**src/hw/dtr_defs.svh**
```systemverilog
// constants for the dual timer register bank
`ifndef DTR_DEFS_SVH
`define DTR_DEFS_SVH
// register indices; each register is one word, byte address is index * 4
`define DTR_IDX_CTRL     8'h00
`define DTR_IDX_LOWCNT   8'h04
`define DTR_IDX_HIGHCNT  8'h05
`define DTR_IDX_RLD_LO   8'h06
`define DTR_IDX_RLD_HI   8'h07
`define DTR_IDX_CAP_LO   8'h08
`define DTR_IDX_IRQ_STS  8'h09
`define DTR_IDX_IRQ_MSK  8'h0A
`define DTR_IDX_CAP_HI   8'h0B
`define DTR_IDX_STATUS   8'h0C
// byte addresses on the register bus
`define DTR_OFF_CTRL     8'h00
`define DTR_OFF_LOWCNT   8'h10
`define DTR_OFF_HIGHCNT  8'h14
`define DTR_OFF_RLD_LO   8'h18
`define DTR_OFF_RLD_HI   8'h1C
`define DTR_OFF_CAP_LO   8'h20
`define DTR_OFF_IRQ_STS  8'h24
`define DTR_OFF_IRQ_MSK  8'h28
`define DTR_OFF_CAP_HI   8'h2C
`define DTR_OFF_STATUS   8'h30
`define DTR_BIT_RUN      7
`define DTR_BIT_SINGLE   6
`define DTR_BIT_TOUT     5
`define DTR_BIT_CAPMSK   2
`define DTR_BIT_TOMSK    1
`define DTR_BIT_PINSEL   0
`define DTR_CLK_LSB      3
`define DTR_IRQ_NTO      0
`define DTR_IRQ_WTO      1
`define DTR_RST_BYTE     8'h00
`define DTR_RST_WIDE     16'h0000
`define DTR_WIDE_ZERO_RL 16'hFFFE
`define DTR_RESP_OKAY    2'b00
`define DTR_RESP_SLVERR  2'b10
`endif

```
**src/hw/dtr_pkg.sv**
```systemverilog
// types for the dual timer register bank
package dtr_pkg;
    typedef struct packed {
        logic       run;
        logic       single;
        logic       tout;
        logic [1:0] clk_sel;
        logic       cap_msk;
        logic       to_msk;
        logic       pin_sel;
    } dtr_ctrl_t;

    typedef enum logic [1:0] {
        DTR_LVL_LOW  = 2'b00,
        DTR_LVL_HIGH = 2'b01
    } dtr_level_t;
endpackage : dtr_pkg

```
**src/hw/dtr_top.sv**
```systemverilog
// dual timer register bank with axi4-lite slave and counting engines
//
// Functional notes
// RULE_01 - wide capture low register is read-only; returns last captured low byte.
// RULE_02 - capture and reload registers hold through stop recovery; reset clears them.
// RULE_03 - read/write register supplies high byte of wide counter load value.
// RULE_04 - read/write register supplies low byte of wide counter load value.
// RULE_05 - high-level count sets length while narrow output is one.
// RULE_06 - low-level count sets length while narrow output is zero.
// RULE_07 - time-out flag clears only when software writes one to it.
// RULE_08 - software should clear the time-out flag before enabling timers.
// RULE_09 - read-modify-write of control may clear a set flag by accident.
// RULE_10 - control register field layout, all fields reset to zero.
// RULE_11 - clock select gives system clock divided by one, two, four, eight.
// RULE_12 - single-pass stops narrow counter at terminal count; else reload.
// RULE_13 - wide initial count of one forbidden; zero runs down from FFFEh.
// RULE_14 - time-out interrupt asserted while flag set and its mask is one.
// RULE_15 - reload values enter counters only at a load event.
//
// The AXI4-Lite slave port was left to the implementer.
`include "dtr_defs.svh"
`timescale 1ns/10ps
`default_nettype none

module dtr_top
    import dtr_pkg::*;
(
    // clock and reset
    input  wire logic        sys_clk,
    input  wire logic        resetn,
    // stop-mode recovery event
    input  wire logic        stop_recover,
    // wide counter run and capture control
    input  wire logic        wide_run,
    input  wire logic        wide_capture,
    // axi4-lite write address
    input  wire logic [7:0]  s_axi_awaddr,
    input  wire logic        s_axi_awvalid,
    output logic             s_axi_awready,
    // axi4-lite write data
    input  wire logic [31:0] s_axi_wdata,
    input  wire logic [3:0]  s_axi_wstrb,
    input  wire logic        s_axi_wvalid,
    output logic             s_axi_wready,
    // axi4-lite write response
    output logic [1:0]       s_axi_bresp,
    output logic             s_axi_bvalid,
    input  wire logic        s_axi_bready,
    // axi4-lite read address
    input  wire logic [7:0]  s_axi_araddr,
    input  wire logic        s_axi_arvalid,
    output logic             s_axi_arready,
    // axi4-lite read data
    output logic [31:0]      s_axi_rdata,
    output logic [1:0]       s_axi_rresp,
    output logic             s_axi_rvalid,
    input  wire logic        s_axi_rready,
    // timer outputs
    output logic             narrow_out_q,
    output logic             narrow_pin_en_q,
    output logic             irq_q
);

    // ==================================================================
    // register state
    dtr_ctrl_t   ctrl_q;
    logic [7:0]  low_cnt_q;
    logic [7:0]  high_cnt_q;
    logic [7:0]  rld_lo_q;
    logic [7:0]  rld_hi_q;
    logic [15:0] cap_q;
    logic [1:0]  irq_sts_q;
    logic [1:0]  irq_msk_q;
    logic [7:0]  ncnt_q;
    logic [15:0] wcnt_q;
    logic [2:0]  div_q;
    dtr_level_t  lvl_q;
    logic        nload_q;

    // ==================================================================
    // axi write channel capture
    logic [7:0]  aw_addr_q;
    logic        aw_have_q;
    logic [31:0] w_data_q;
    logic [3:0]  w_strb_q;
    logic        w_have_q;
    logic        wr_fire;
    logic        byte_wr;

    assign wr_fire = aw_have_q && w_have_q && !s_axi_bvalid;
    assign byte_wr = wr_fire && w_strb_q[0];

    // address and data taken in either order
    always_ff @(posedge sys_clk or negedge resetn) begin
        if (!resetn) begin
            aw_have_q <= 1'b0;
            aw_addr_q <= 8'h00;
            w_have_q  <= 1'b0;
            w_data_q  <= 32'h0000_0000;
            w_strb_q  <= 4'h0;
        end else begin
            if (s_axi_awvalid && s_axi_awready) begin
                aw_have_q <= 1'b1;
                aw_addr_q <= s_axi_awaddr;
            end else if (wr_fire) begin
                aw_have_q <= 1'b0;
            end
            if (s_axi_wvalid && s_axi_wready) begin
                w_have_q <= 1'b1;
                w_data_q <= s_axi_wdata;
                w_strb_q <= s_axi_wstrb;
            end else if (wr_fire) begin
                w_have_q <= 1'b0;
            end
        end
    end

    // ready while slot empty
    always_ff @(posedge sys_clk or negedge resetn) begin
        if (!resetn) begin
            s_axi_awready <= 1'b0;
            s_axi_wready  <= 1'b0;
        end else begin
            s_axi_awready <= !aw_have_q && !(s_axi_awvalid && s_axi_awready);
            s_axi_wready  <= !w_have_q && !(s_axi_wvalid && s_axi_wready);
        end
    end

    function automatic logic addr_known(input logic [7:0] a);
        unique case (a)
            `DTR_OFF_CTRL, `DTR_OFF_LOWCNT, `DTR_OFF_HIGHCNT,
            `DTR_OFF_RLD_LO, `DTR_OFF_RLD_HI, `DTR_OFF_CAP_LO,
            `DTR_OFF_IRQ_STS, `DTR_OFF_IRQ_MSK, `DTR_OFF_CAP_HI,
            `DTR_OFF_STATUS: addr_known = 1'b1;
            default:         addr_known = 1'b0;
        endcase
    endfunction : addr_known

    // write response, one cycle after both halves held
    always_ff @(posedge sys_clk or negedge resetn) begin
        if (!resetn) begin
            s_axi_bvalid <= 1'b0;
            s_axi_bresp  <= `DTR_RESP_OKAY;
        end else if (wr_fire) begin
            s_axi_bvalid <= 1'b1;
            s_axi_bresp  <= addr_known(aw_addr_q) ? `DTR_RESP_OKAY
                                                  : `DTR_RESP_SLVERR;
        end else if (s_axi_bready) begin
            s_axi_bvalid <= 1'b0;
        end
    end

    // ==================================================================
    // divider and event terms
    logic       tick;
    logic       ntc;
    logic       wtc;
    logic [7:0] nlen;

    function automatic logic div_hit(input logic [2:0] d,
                                     input logic [1:0] sel);
        unique case (sel)
            2'b00: div_hit = 1'b1;
            2'b01: div_hit = d[0];
            2'b10: div_hit = &d[1:0];
            2'b11: div_hit = &d;
        endcase
    endfunction : div_hit

    assign tick = ctrl_q.run && div_hit(div_q, ctrl_q.clk_sel);   // RULE_11
    assign ntc  = tick && !nload_q && (ncnt_q <= 8'h01);
    assign wtc  = wide_run && (wcnt_q == 16'h0001);
    assign nlen = (lvl_q == DTR_LVL_HIGH) ? high_cnt_q : low_cnt_q;

    // free-running prescaler
    always_ff @(posedge sys_clk or negedge resetn) begin
        if (!resetn) begin
            div_q <= 3'h0;
        end else begin
            div_q <= div_q + 3'h1;
        end
    end

    // ==================================================================
    // control register, hardware set wins over software clear
    always_ff @(posedge sys_clk or negedge resetn) begin
        if (!resetn) begin
            ctrl_q <= dtr_ctrl_t'(`DTR_RST_BYTE);                 // RULE_10
        end else begin
            if (byte_wr && aw_addr_q == `DTR_OFF_CTRL) begin
                ctrl_q.run     <= w_data_q[`DTR_BIT_RUN];
                ctrl_q.single  <= w_data_q[`DTR_BIT_SINGLE];
                ctrl_q.clk_sel <= w_data_q[`DTR_CLK_LSB+:2];
                ctrl_q.cap_msk <= w_data_q[`DTR_BIT_CAPMSK];
                ctrl_q.to_msk  <= w_data_q[`DTR_BIT_TOMSK];
                ctrl_q.pin_sel <= w_data_q[`DTR_BIT_PINSEL];
                if (w_data_q[`DTR_BIT_TOUT]) begin
                    ctrl_q.tout <= 1'b0;                          // RULE_07
                end
            end
            if (ntc) begin
                ctrl_q.tout <= 1'b1;
                if (ctrl_q.single) begin
                    ctrl_q.run <= 1'b0;                           // RULE_12
                end
            end
        end
    end

    // ==================================================================
    // hold registers, untouched by stop recovery
    always_ff @(posedge sys_clk or negedge resetn) begin
        if (!resetn) begin
            low_cnt_q  <= `DTR_RST_BYTE;                          // RULE_02
            high_cnt_q <= `DTR_RST_BYTE;
            rld_lo_q   <= `DTR_RST_BYTE;
            rld_hi_q   <= `DTR_RST_BYTE;
        end else if (byte_wr) begin
            unique case (aw_addr_q)
                `DTR_OFF_LOWCNT:  low_cnt_q  <= w_data_q[7:0];     // RULE_06
                `DTR_OFF_HIGHCNT: high_cnt_q <= w_data_q[7:0];     // RULE_05
                `DTR_OFF_RLD_LO:  rld_lo_q   <= w_data_q[7:0];     // RULE_04
                `DTR_OFF_RLD_HI:  rld_hi_q   <= w_data_q[7:0];     // RULE_03
                default:          ;
            endcase
        end
    end

    // ==================================================================
    // narrow counter: load on the tick after a level change, count down
    always_ff @(posedge sys_clk or negedge resetn) begin
        if (!resetn) begin
            ncnt_q       <= `DTR_RST_BYTE;
            lvl_q        <= DTR_LVL_LOW;
            nload_q      <= 1'b1;
            narrow_out_q <= 1'b0;
        end else if (!ctrl_q.run) begin
            nload_q <= 1'b1;
        end else if (tick) begin
            if (nload_q) begin
                ncnt_q  <= nlen;                                  // RULE_15
                nload_q <= 1'b0;
            end else if (ncnt_q <= 8'h01) begin
                lvl_q        <= (lvl_q == DTR_LVL_HIGH) ? DTR_LVL_LOW
                                                        : DTR_LVL_HIGH;
                narrow_out_q <= (lvl_q != DTR_LVL_HIGH);
                nload_q      <= !ctrl_q.single;
            end else begin
                ncnt_q <= ncnt_q - 8'h01;
            end
        end
    end

    // ==================================================================
    // wide counter and capture register
    always_ff @(posedge sys_clk or negedge resetn) begin
        if (!resetn) begin
            wcnt_q <= `DTR_RST_WIDE;
            cap_q  <= `DTR_RST_WIDE;                              // RULE_02
        end else begin
            if (wide_capture) begin
                cap_q <= wcnt_q;                                  // RULE_01
            end
            if (!wide_run || wtc) begin
                wcnt_q <= ({rld_hi_q, rld_lo_q} == `DTR_RST_WIDE) // RULE_15
                          ? `DTR_WIDE_ZERO_RL : {rld_hi_q, rld_lo_q};
            end else begin
                wcnt_q <= wcnt_q - 16'h0001;
            end
        end
    end

    // ==================================================================
    // interrupt status, mask and output
    always_ff @(posedge sys_clk or negedge resetn) begin
        if (!resetn) begin
            irq_sts_q <= 2'b00;
            irq_msk_q <= 2'b00;
        end else begin
            if (byte_wr && aw_addr_q == `DTR_OFF_IRQ_MSK) begin
                irq_msk_q <= w_data_q[1:0];
            end
            irq_sts_q[`DTR_IRQ_NTO] <= ntc ||
                (irq_sts_q[`DTR_IRQ_NTO] &&
                 !(byte_wr && aw_addr_q == `DTR_OFF_IRQ_STS &&
                   w_data_q[`DTR_IRQ_NTO]));
            irq_sts_q[`DTR_IRQ_WTO] <= wtc ||
                (irq_sts_q[`DTR_IRQ_WTO] &&
                 !(byte_wr && aw_addr_q == `DTR_OFF_IRQ_STS &&
                   w_data_q[`DTR_IRQ_WTO]));
        end
    end

    // level interrupt and pin enable
    always_ff @(posedge sys_clk or negedge resetn) begin
        if (!resetn) begin
            irq_q           <= 1'b0;
            narrow_pin_en_q <= 1'b0;
        end else begin
            irq_q <= (ctrl_q.tout && ctrl_q.to_msk) ||            // RULE_14
                     |(irq_sts_q & irq_msk_q);
            narrow_pin_en_q <= ctrl_q.pin_sel;
        end
    end

    // ==================================================================
    // read channel
    logic [7:0] rd_byte;

    always_comb begin
        rd_byte = 8'h00;
        unique case (s_axi_araddr)
            `DTR_OFF_CTRL:    rd_byte = ctrl_q;
            `DTR_OFF_LOWCNT:  rd_byte = low_cnt_q;
            `DTR_OFF_HIGHCNT: rd_byte = high_cnt_q;
            `DTR_OFF_RLD_LO:  rd_byte = rld_lo_q;
            `DTR_OFF_RLD_HI:  rd_byte = rld_hi_q;
            `DTR_OFF_CAP_LO:  rd_byte = cap_q[7:0];               // RULE_01
            `DTR_OFF_IRQ_STS: rd_byte = {6'h00, irq_sts_q};
            `DTR_OFF_IRQ_MSK: rd_byte = {6'h00, irq_msk_q};
            `DTR_OFF_CAP_HI:  rd_byte = cap_q[15:8];
            `DTR_OFF_STATUS:  rd_byte = {7'h00, narrow_out_q};
            default:          rd_byte = 8'h00;
        endcase
    end

    // one read at a time, answer the cycle after the address
    always_ff @(posedge sys_clk or negedge resetn) begin
        if (!resetn) begin
            s_axi_arready <= 1'b0;
            s_axi_rvalid  <= 1'b0;
            s_axi_rdata   <= 32'h0000_0000;
            s_axi_rresp   <= `DTR_RESP_OKAY;
        end else if (s_axi_arvalid && s_axi_arready) begin
            s_axi_arready <= 1'b0;
            s_axi_rvalid  <= 1'b1;
            s_axi_rdata   <= {24'h000000, rd_byte};
            s_axi_rresp   <= addr_known(s_axi_araddr) ? `DTR_RESP_OKAY
                                                      : `DTR_RESP_SLVERR;
        end else if (s_axi_rvalid) begin
            if (s_axi_rready) begin
                s_axi_rvalid  <= 1'b0;
                s_axi_arready <= 1'b1;
            end
        end else begin
            s_axi_arready <= 1'b1;
        end
    end

    // ==================================================================
    // assertions
    AST_TOUT_CLR: assert property (@(posedge sys_clk) disable iff (!resetn) // RULE_07
        ctrl_q.tout && !ntc && !(byte_wr && aw_addr_q == `DTR_OFF_CTRL &&
        w_data_q[`DTR_BIT_TOUT]) |=> ctrl_q.tout)
        else $error("time-out flag lost without a one written");
    AST_TOUT_SET: assert property (@(posedge sys_clk) disable iff (!resetn) // RULE_12
        ntc |=> ctrl_q.tout)
        else $error("terminal count did not set time-out flag");
    AST_SINGLE_STOP: assert property (@(posedge sys_clk) disable iff (!resetn) // RULE_12
        ntc && ctrl_q.single |=> !ctrl_q.run)
        else $error("single-pass counter kept running");
    AST_IRQ: assert property (@(posedge sys_clk) disable iff (!resetn) // RULE_14
        ctrl_q.tout && ctrl_q.to_msk |=> irq_q)
        else $error("time-out interrupt missing");
    AST_CAP_RO: assert property (@(posedge sys_clk) disable iff (!resetn) // RULE_01
        !wide_capture |=> cap_q == $past(cap_q))
        else $error("capture changed without capture event");
    AST_HOLD_STOP: assert property (@(posedge sys_clk) disable iff (!resetn) // RULE_02
        stop_recover && !byte_wr |=> rld_lo_q == $past(rld_lo_q))
        else $error("reload changed on stop recovery");
    AST_NLOAD: assert property (@(posedge sys_clk) disable iff (!resetn) // RULE_05
        tick && nload_q && lvl_q == DTR_LVL_HIGH |=> ncnt_q == $past(high_cnt_q))
        else $error("high level length not loaded");
    AST_NLOAD_LO: assert property (@(posedge sys_clk) disable iff (!resetn) // RULE_06
        tick && nload_q && lvl_q == DTR_LVL_LOW |=> ncnt_q == $past(low_cnt_q))
        else $error("low level length not loaded");
    AST_DIV8: assert property (@(posedge sys_clk) disable iff (!resetn) // RULE_11
        tick && ctrl_q.clk_sel == 2'b11 && $stable(ctrl_q) |=> !tick [*7])
        else $error("divide by eight ticked early");
    AST_WLOAD: assert property (@(posedge sys_clk) disable iff (!resetn) // RULE_15
        wtc && {rld_hi_q, rld_lo_q} > 16'h0001 |=> wcnt_q == $past({rld_hi_q, rld_lo_q}))
        else $error("wide counter not reloaded");

endmodule : dtr_top

`default_nettype wire

```
**config.mk**
```make
export PLATFORM = sky130hd
export DESIGN_NAME = dtr_top
export DESIGN_NICKNAME = d
export VERILOG_FILES = /design/src/hw/dtr_pkg.sv /design/src/hw/dtr_top.sv
export VERILOG_INCLUDE_DIRS = /design/src /design/src/hw
export SDC_FILE = /design/constraint.sdc
export NUM_CORES = 1
export LEC_CHECK = 0
export ABC_AREA = 1
export BUFFER_PORTS_ARGS = -buffer_cell sky130_fd_sc_hd__buf_2
export CORE_ASPECT_RATIO = 0.9
export CORE_MARGIN = 1.5
export CORE_UTILIZATION = 55
export DETAILED_ROUTE_END_ITERATION = 6
export GPL_TIMING_DRIVEN = 1
export PLACE_DENSITY = 0.78
export REMOVE_ABC_BUFFERS = 1
export SYNTH_ARGS = -nofsm -noshare
export SYNTH_HDL_FRONTEND = slang
export SYNTH_SLANG_ARGS = --single-unit
```
**constraint.sdc**
```tcl
create_clock -name sys_clk -period 1.8 [get_ports sys_clk]
set_input_delay 0.09 -clock sys_clk [delete_from_list [all_inputs] [get_ports sys_clk]]
set_output_delay 0.09 -clock sys_clk [all_outputs]
set_load 0.03 [all_outputs]
```
# Yosys cells after proc, flatten, opt, wreduce, memory -nomap -nowiden
# Cells that the tools add are included.
dict set report op_classes {
  n_reduce_logical 55
  n_lt_le_gt_ge 1
  bitwise_logic 2
  n_mux 34
  n_eq_ne 27
  add_sub_neg 3
}
# cell count
set ops {}
lappend ops {{8-bit by 6-bit equality test with 1-bit output, second input constant} 10}
lappend ops {{8-bit one-hot mux with 10 select lines} 1}
lappend ops {{8-bit by 5-bit equality test with 1-bit output, second input constant} 8}
lappend ops {{16-bit two-way mux} 2}
lappend ops {{8-bit two-way mux} 4}
lappend ops {{1-bit two-way mux} 24}
lappend ops {{1-bit logical AND} 20}
lappend ops {{10-bit OR reduction} 2}
lappend ops {{16-bit by 1-bit equality test with 1-bit output, second input constant} 1}
lappend ops {{16-bit zero test} 1}
lappend ops {{8-bit zero test} 2}
lappend ops {{16-bit by 1-bit subtractor with 16-bit output, second input constant} 1}
lappend ops {{2-bit AND reduction} 6}
lappend ops {{1-bit zero test} 10}
lappend ops {{2-bit nonzero test} 5}
lappend ops {{8-bit by 1-bit <= comparator with 1-bit output, second input constant} 1}
lappend ops {{8-bit by 1-bit subtractor with 8-bit output, second input constant} 1}
lappend ops {{3-bit AND reduction} 2}
lappend ops {{2-bit by 1-bit equality test with 1-bit output, second input constant} 2}
lappend ops {{2-bit equality test, second input constant} 2}
lappend ops {{1-bit logical OR} 4}
lappend ops {{2-bit two-way mux} 2}
lappend ops {{2-bit by 1-bit inequality test with 1-bit output, second input constant} 2}
lappend ops {{1-bit one-hot mux with 4 select lines} 1}
lappend ops {{other kinds (8)} 8}
dict set report word_totals {
  output_inout_bits 44
  register_bits 129
  in_bits 62
}

# Logic depth before layout (Yosys ltp)
dict set report logic_depth {
  word_depth 8
  depth_mapped 10
  mapped_depth_nobuf 10
}

# Worst setup path after synthesis
# No wires, ideal clock.
dict set report synth_timing {
  path_type {register to register}
  startpoint {reg s_axi_bvalid}
  endpoint {reg high_cnt_q[6]}
  t_arrival_ns 1.358
  synth_period_minus_slack_ns 1.480
  slack_ns 0.320
  required_ns 1.679
  path_stages_with_launch 8
  n_path_buf 1
  path_cell_list {dfrtp_1 -> inv_1 -> nand3_4 -> nor4_4 -> nand2_2 -> buf_6 -> nand2_1 -> o21ai_2}
}
dict set report synth_between {
  elab_chain_cells 4
}
# item line_no
set synth_rtl {}
lappend synth_rtl {{start: declaration} dtr_top.sv:47} ;# output logic s_axi_bvalid,
lappend synth_rtl {{start signal: assignment} dtr_top.sv:142} ;# s_axi_bvalid <= 1'b0;
lappend synth_rtl {{start signal: assignment} dtr_top.sv:145} ;# s_axi_bvalid <= 1'b1;
lappend synth_rtl {{start signal: assignment} dtr_top.sv:149} ;# s_axi_bvalid <= 1'b0;
lappend synth_rtl {{1-bit zero test} dtr_top.sv:90} ;# assign wr_fire = aw_have_q && w_have_q && !s_axi_bvalid;
lappend synth_rtl {{1-bit logical AND} dtr_top.sv:90}
lappend synth_rtl {{1-bit logical AND} dtr_top.sv:91} ;# assign byte_wr = wr_fire && w_strb_q[0];
lappend synth_rtl {{2-bit AND reduction (no source line)} --}
lappend synth_rtl {{end signal: assignment} dtr_top.sv:215} ;# high_cnt_q <= `DTR_RST_BYTE;
lappend synth_rtl {{end signal: assignment} dtr_top.sv:221} ;# `DTR_OFF_HIGHCNT: high_cnt_q <= w_data_q[7:0];
lappend synth_rtl {{end: declaration} dtr_top.sv:68} ;# logic [7:0] high_cnt_q;
# Every way passes these cells.
# A chain may end at the register's enable or synchronous reset.

# Final worst setup path
dict set report layout_timing {
  startpoint {reg wcnt_q[1]}
  endpoint {reg wcnt_q[15]}
}
dict set report layout_between {
  elab_chain_cells 4
  elab_cells_between_ends 5
}
# item line_no
set layout_rtl {}
lappend layout_rtl {{start: declaration} dtr_top.sv:75} ;# logic [15:0] wcnt_q;
lappend layout_rtl {{start signal: assignment} dtr_top.sv:258} ;# wcnt_q <= `DTR_RST_WIDE;
lappend layout_rtl {{start signal: assignment} dtr_top.sv:265} ;# wcnt_q <= ({rld_hi_q, rld_lo_q} == `DTR_RST_WIDE)
lappend layout_rtl {{start signal: assignment} dtr_top.sv:268} ;# wcnt_q <= wcnt_q - 16'h0001;
lappend layout_rtl {{parallel branches: the longest is 3 deep, another holds 16-bit by 1-bit subtractor with 16-bit output} --}
lappend layout_rtl {{16-bit two-way mux *} dtr_top.sv:264} ;# if (!wide_run || wtc) begin
# Mark *: on every way between the ends.

==> summary.txt <==
outcome: complete, no violations
Synth Area in Adders: 1.14%
Hold Path Depth: 3
Ports: 106
routability cong.: 0.913
maximum fanout along the worst path: 8
Startpoint Class: flip-flop
Remaining DRCs: 0
grt ovf: 0
final antenna-violating net count: 0
Post-Synthesis Cells: 812
CTS H-tree lvls: 4
Reg clk slew, reported paths: 0.06 ns
most frequent cells in the layout: nand2_1, dfrtp_1, inv_1
Setup WS pre-CTS: 0.121 ns
initial antenna violation count: 0
Post-Synth XOR/XNOR Area: 1.99%
worst-margin pin slew: 0.624 ns
Initial Utilization: 57.1%
n_diodes: 0
Longest Clk Path Bufs: 2
vias in the first global route: 5369
port bufs: 51
number of core rows: 37
first-pass GRT wire length: 26300 um
layout cells sized above 1: 18.6%
R2R cell count: 9
cts bufs inserted: 17
crit path time final: 1.71 ns
Max Cap Violations: 0
top_reg_cell synth: dfrtp_1
f_max: 584 MHz
Critical Path End Type: flip-flop
area added between synthesis and finish: 18.2%
drt pass-1 iters: 6
Core Region: 11600 sq um
Synth Area in Compound Gates: 11.5%
Total Wirelength: 15900 um
RR Startpoint: wcnt_q[1]
pins over their slew limit: 0
commonest non-fill, non-tap cell in the layout: nand2_1
final setup vio count: 0
Die H: 107 um
simple-gate area share of the yosys netlist: 26.4%
clock tree root buffer cell: clkbuf_16
Max IR drop VDD: 0.982 mV
Avg WL per Cell: 14.8 um
CTS Sinks: 125
die width: 119 um
worst path arrival time: 2.02 ns
Skew-Pair Late Insertion Delay: 0.42 ns
Via density: 5.26
PnR worst setup slack: 0.0867 ns
power per cell area: 1380 nW/um^2
CP startpoint: wcnt_q[1]
post-synthesis sequential area ratio: 47.3%
final-report hold violation count: 0
FILL cells: 953
Vias: 5639
worst rel slew slack: 58.4%
Netlist cell types: 42
Pleak: 3.87 nW
EDFF count, synth: 0
clk_skew: 0.00811 ns
Hold/Removal Path Class: input pin to flip-flop
register bit total from synthesis: 125
Detailed Place HPWL: 10900 um
die area: 12700 sq um
CTS tree: built
1st-iter DRT viols: 411
fraction of synthesized area in multiplexers: 1.36%
Post-Syn Area per Cell: 8.14 sq um
largest family of logic cells by synthesized area: simple AND/OR/NAND/NOR gates
CP required: 2.11 ns
All-Layer GR Usage: 26.6%
share of flip-flops with an asynchronous set or reset: 100%
WHS: 0.0504 ns
largest net degree at the start of global routing: 58
final-stage net count: 972
Final period util: 95.2%
Hold Startpoint: wide_capture
synth warn: 0
Synth Cell Area: 6610 sq um
crit path kind: flip-flop to flip-flop
through the flow:
step                cells  TNS [ns]  power, W  area (sq um)  utilization [%]
floorplan             790         0   0.00634          6360                -
global placement     1010         0   0.00731          6940             59.9
detailed placement   1010         0   0.00741          6940             59.9
CTS                  1065         0    0.0107          7730             66.8
global route         1073   -0.0501    0.0114          7810             67.5
finish               1073         0    0.0107          7810             67.5
worst max-delay path: stages (launching register included):
cell,delay (ns)
dfrtp_1,0.40
inv_2,0.08
ha_1,0.15
inv_1,0.05
nor3_1,0.15
nand4_1,0.22
nand2_4,0.20
clkinvlp_4,0.19
nand2_1,0.09
nand2_1,0.06
cell usage after synthesis (2+ instances only):
cell,instances,share of area (%)
nand2_1,223,13
o21ai_1,17,1.3
nand4_4,2,0.64
nor3_1,6,0.45
clkbuf_1,7,0.40
dfrtp_1,124,47
o21ai_2,19,2.5
nand2_2,4,0.38
buf_6,7,1.2
buf_4,29,3.3
ha_1,6,1.1
o21ai_0,61,4.6
xor2_1,11,1.5
nor2_1,72,4.1
a31oi_1,2,0.19
buf_2,4,0.30
nor2_8,2,0.61
nand3_2,2,0.30
nor4_1,2,0.19
nor2_2,12,1.1
inv_2,5,0.28
nor2_4,5,0.85
inv_1,83,4.7
nand3_1,43,3.3
mux2_2,8,1.4
a21oi_1,33,2.5
nand4_1,5,0.47
xnor2_1,4,0.53
routing by layer:
metal	wire length [um]	up-vias	share of wire, %	global-route usage [%]
met2	7460	213	47	41.7
met4	274	0	1.7	8.69
li1	-	2736	-	-
met1	6990	2664	44	36.6
met3	1190	26	7.5	6.38
met5	0	-	0	0
kinds of logic after synthesis:
family | Yosys count
buffers and inverters | 136
AND/OR/NAND/NOR | 386
XOR/XNOR | 15
multiplexers | 8
other | 1
AO/OA/AOI/OAI | 135
flip-flops | 125
adder cells (fa/ha/maj) | 6
state kept, by name, summed over array words and instances, names as in the netlist, 2 cells and up:
register     cells
cap_q           16
s_axi_rdata      8
ncnt_q           8
rld_lo_q         8
high_cnt_q       8
low_cnt_q        8
aw_addr_q        8
div_q            3
irq_sts_q        2
w_data_q         8
irq_msk_q        2
ctrl_q           8
rld_hi_q         8
wcnt_q          16
repair_timing:
action                                  4_1_cts  5_1_grt
resized for setup                             0        4
hold buffers                                 23        0
setup buffers                                 0        7
endpoints found under the setup margin        0        8
endpoints found under the hold margin       148        0
final timing paths:
check	end	slack (ns)
max	wcnt_q[15]	0.09
min reg2reg	div_q[0]	0.45
min in group asynchronous	wcnt_q[14]	0.12
max in group asynchronous	w_data_q[4]	1.07
min	cap_q[8]	0.05
max reg2reg	wcnt_q[15]	0.09
area by class of cell:
| cell class | instances | area [sq um] | share of cell area (%) |
|---|---|---|---|
| clock buffer | 19 | 443 | 5.67 |
| clock inverter | 13 | 119 | 1.52 |
| inverter | 89 | 338 | 4.32 |
| multi-input combinational | 577 | 2910 | 37.3 |
| sequential | 125 | 3130 | 40.1 |
| tap | 156 | 195 | 2.50 |
| timing repair buffer | 94 | 676 | 8.65 |
power by group:
part	switching [W]	internal (W)	total, W	leakage [nW]
Combinational	0.00227	0.00114	0.00340	2.04
Sequential	0.000577	0.00355	0.00412	1.58
Clock	0.00129	0.00193	0.00322	0.254
(Power assumes the default switching activity.)
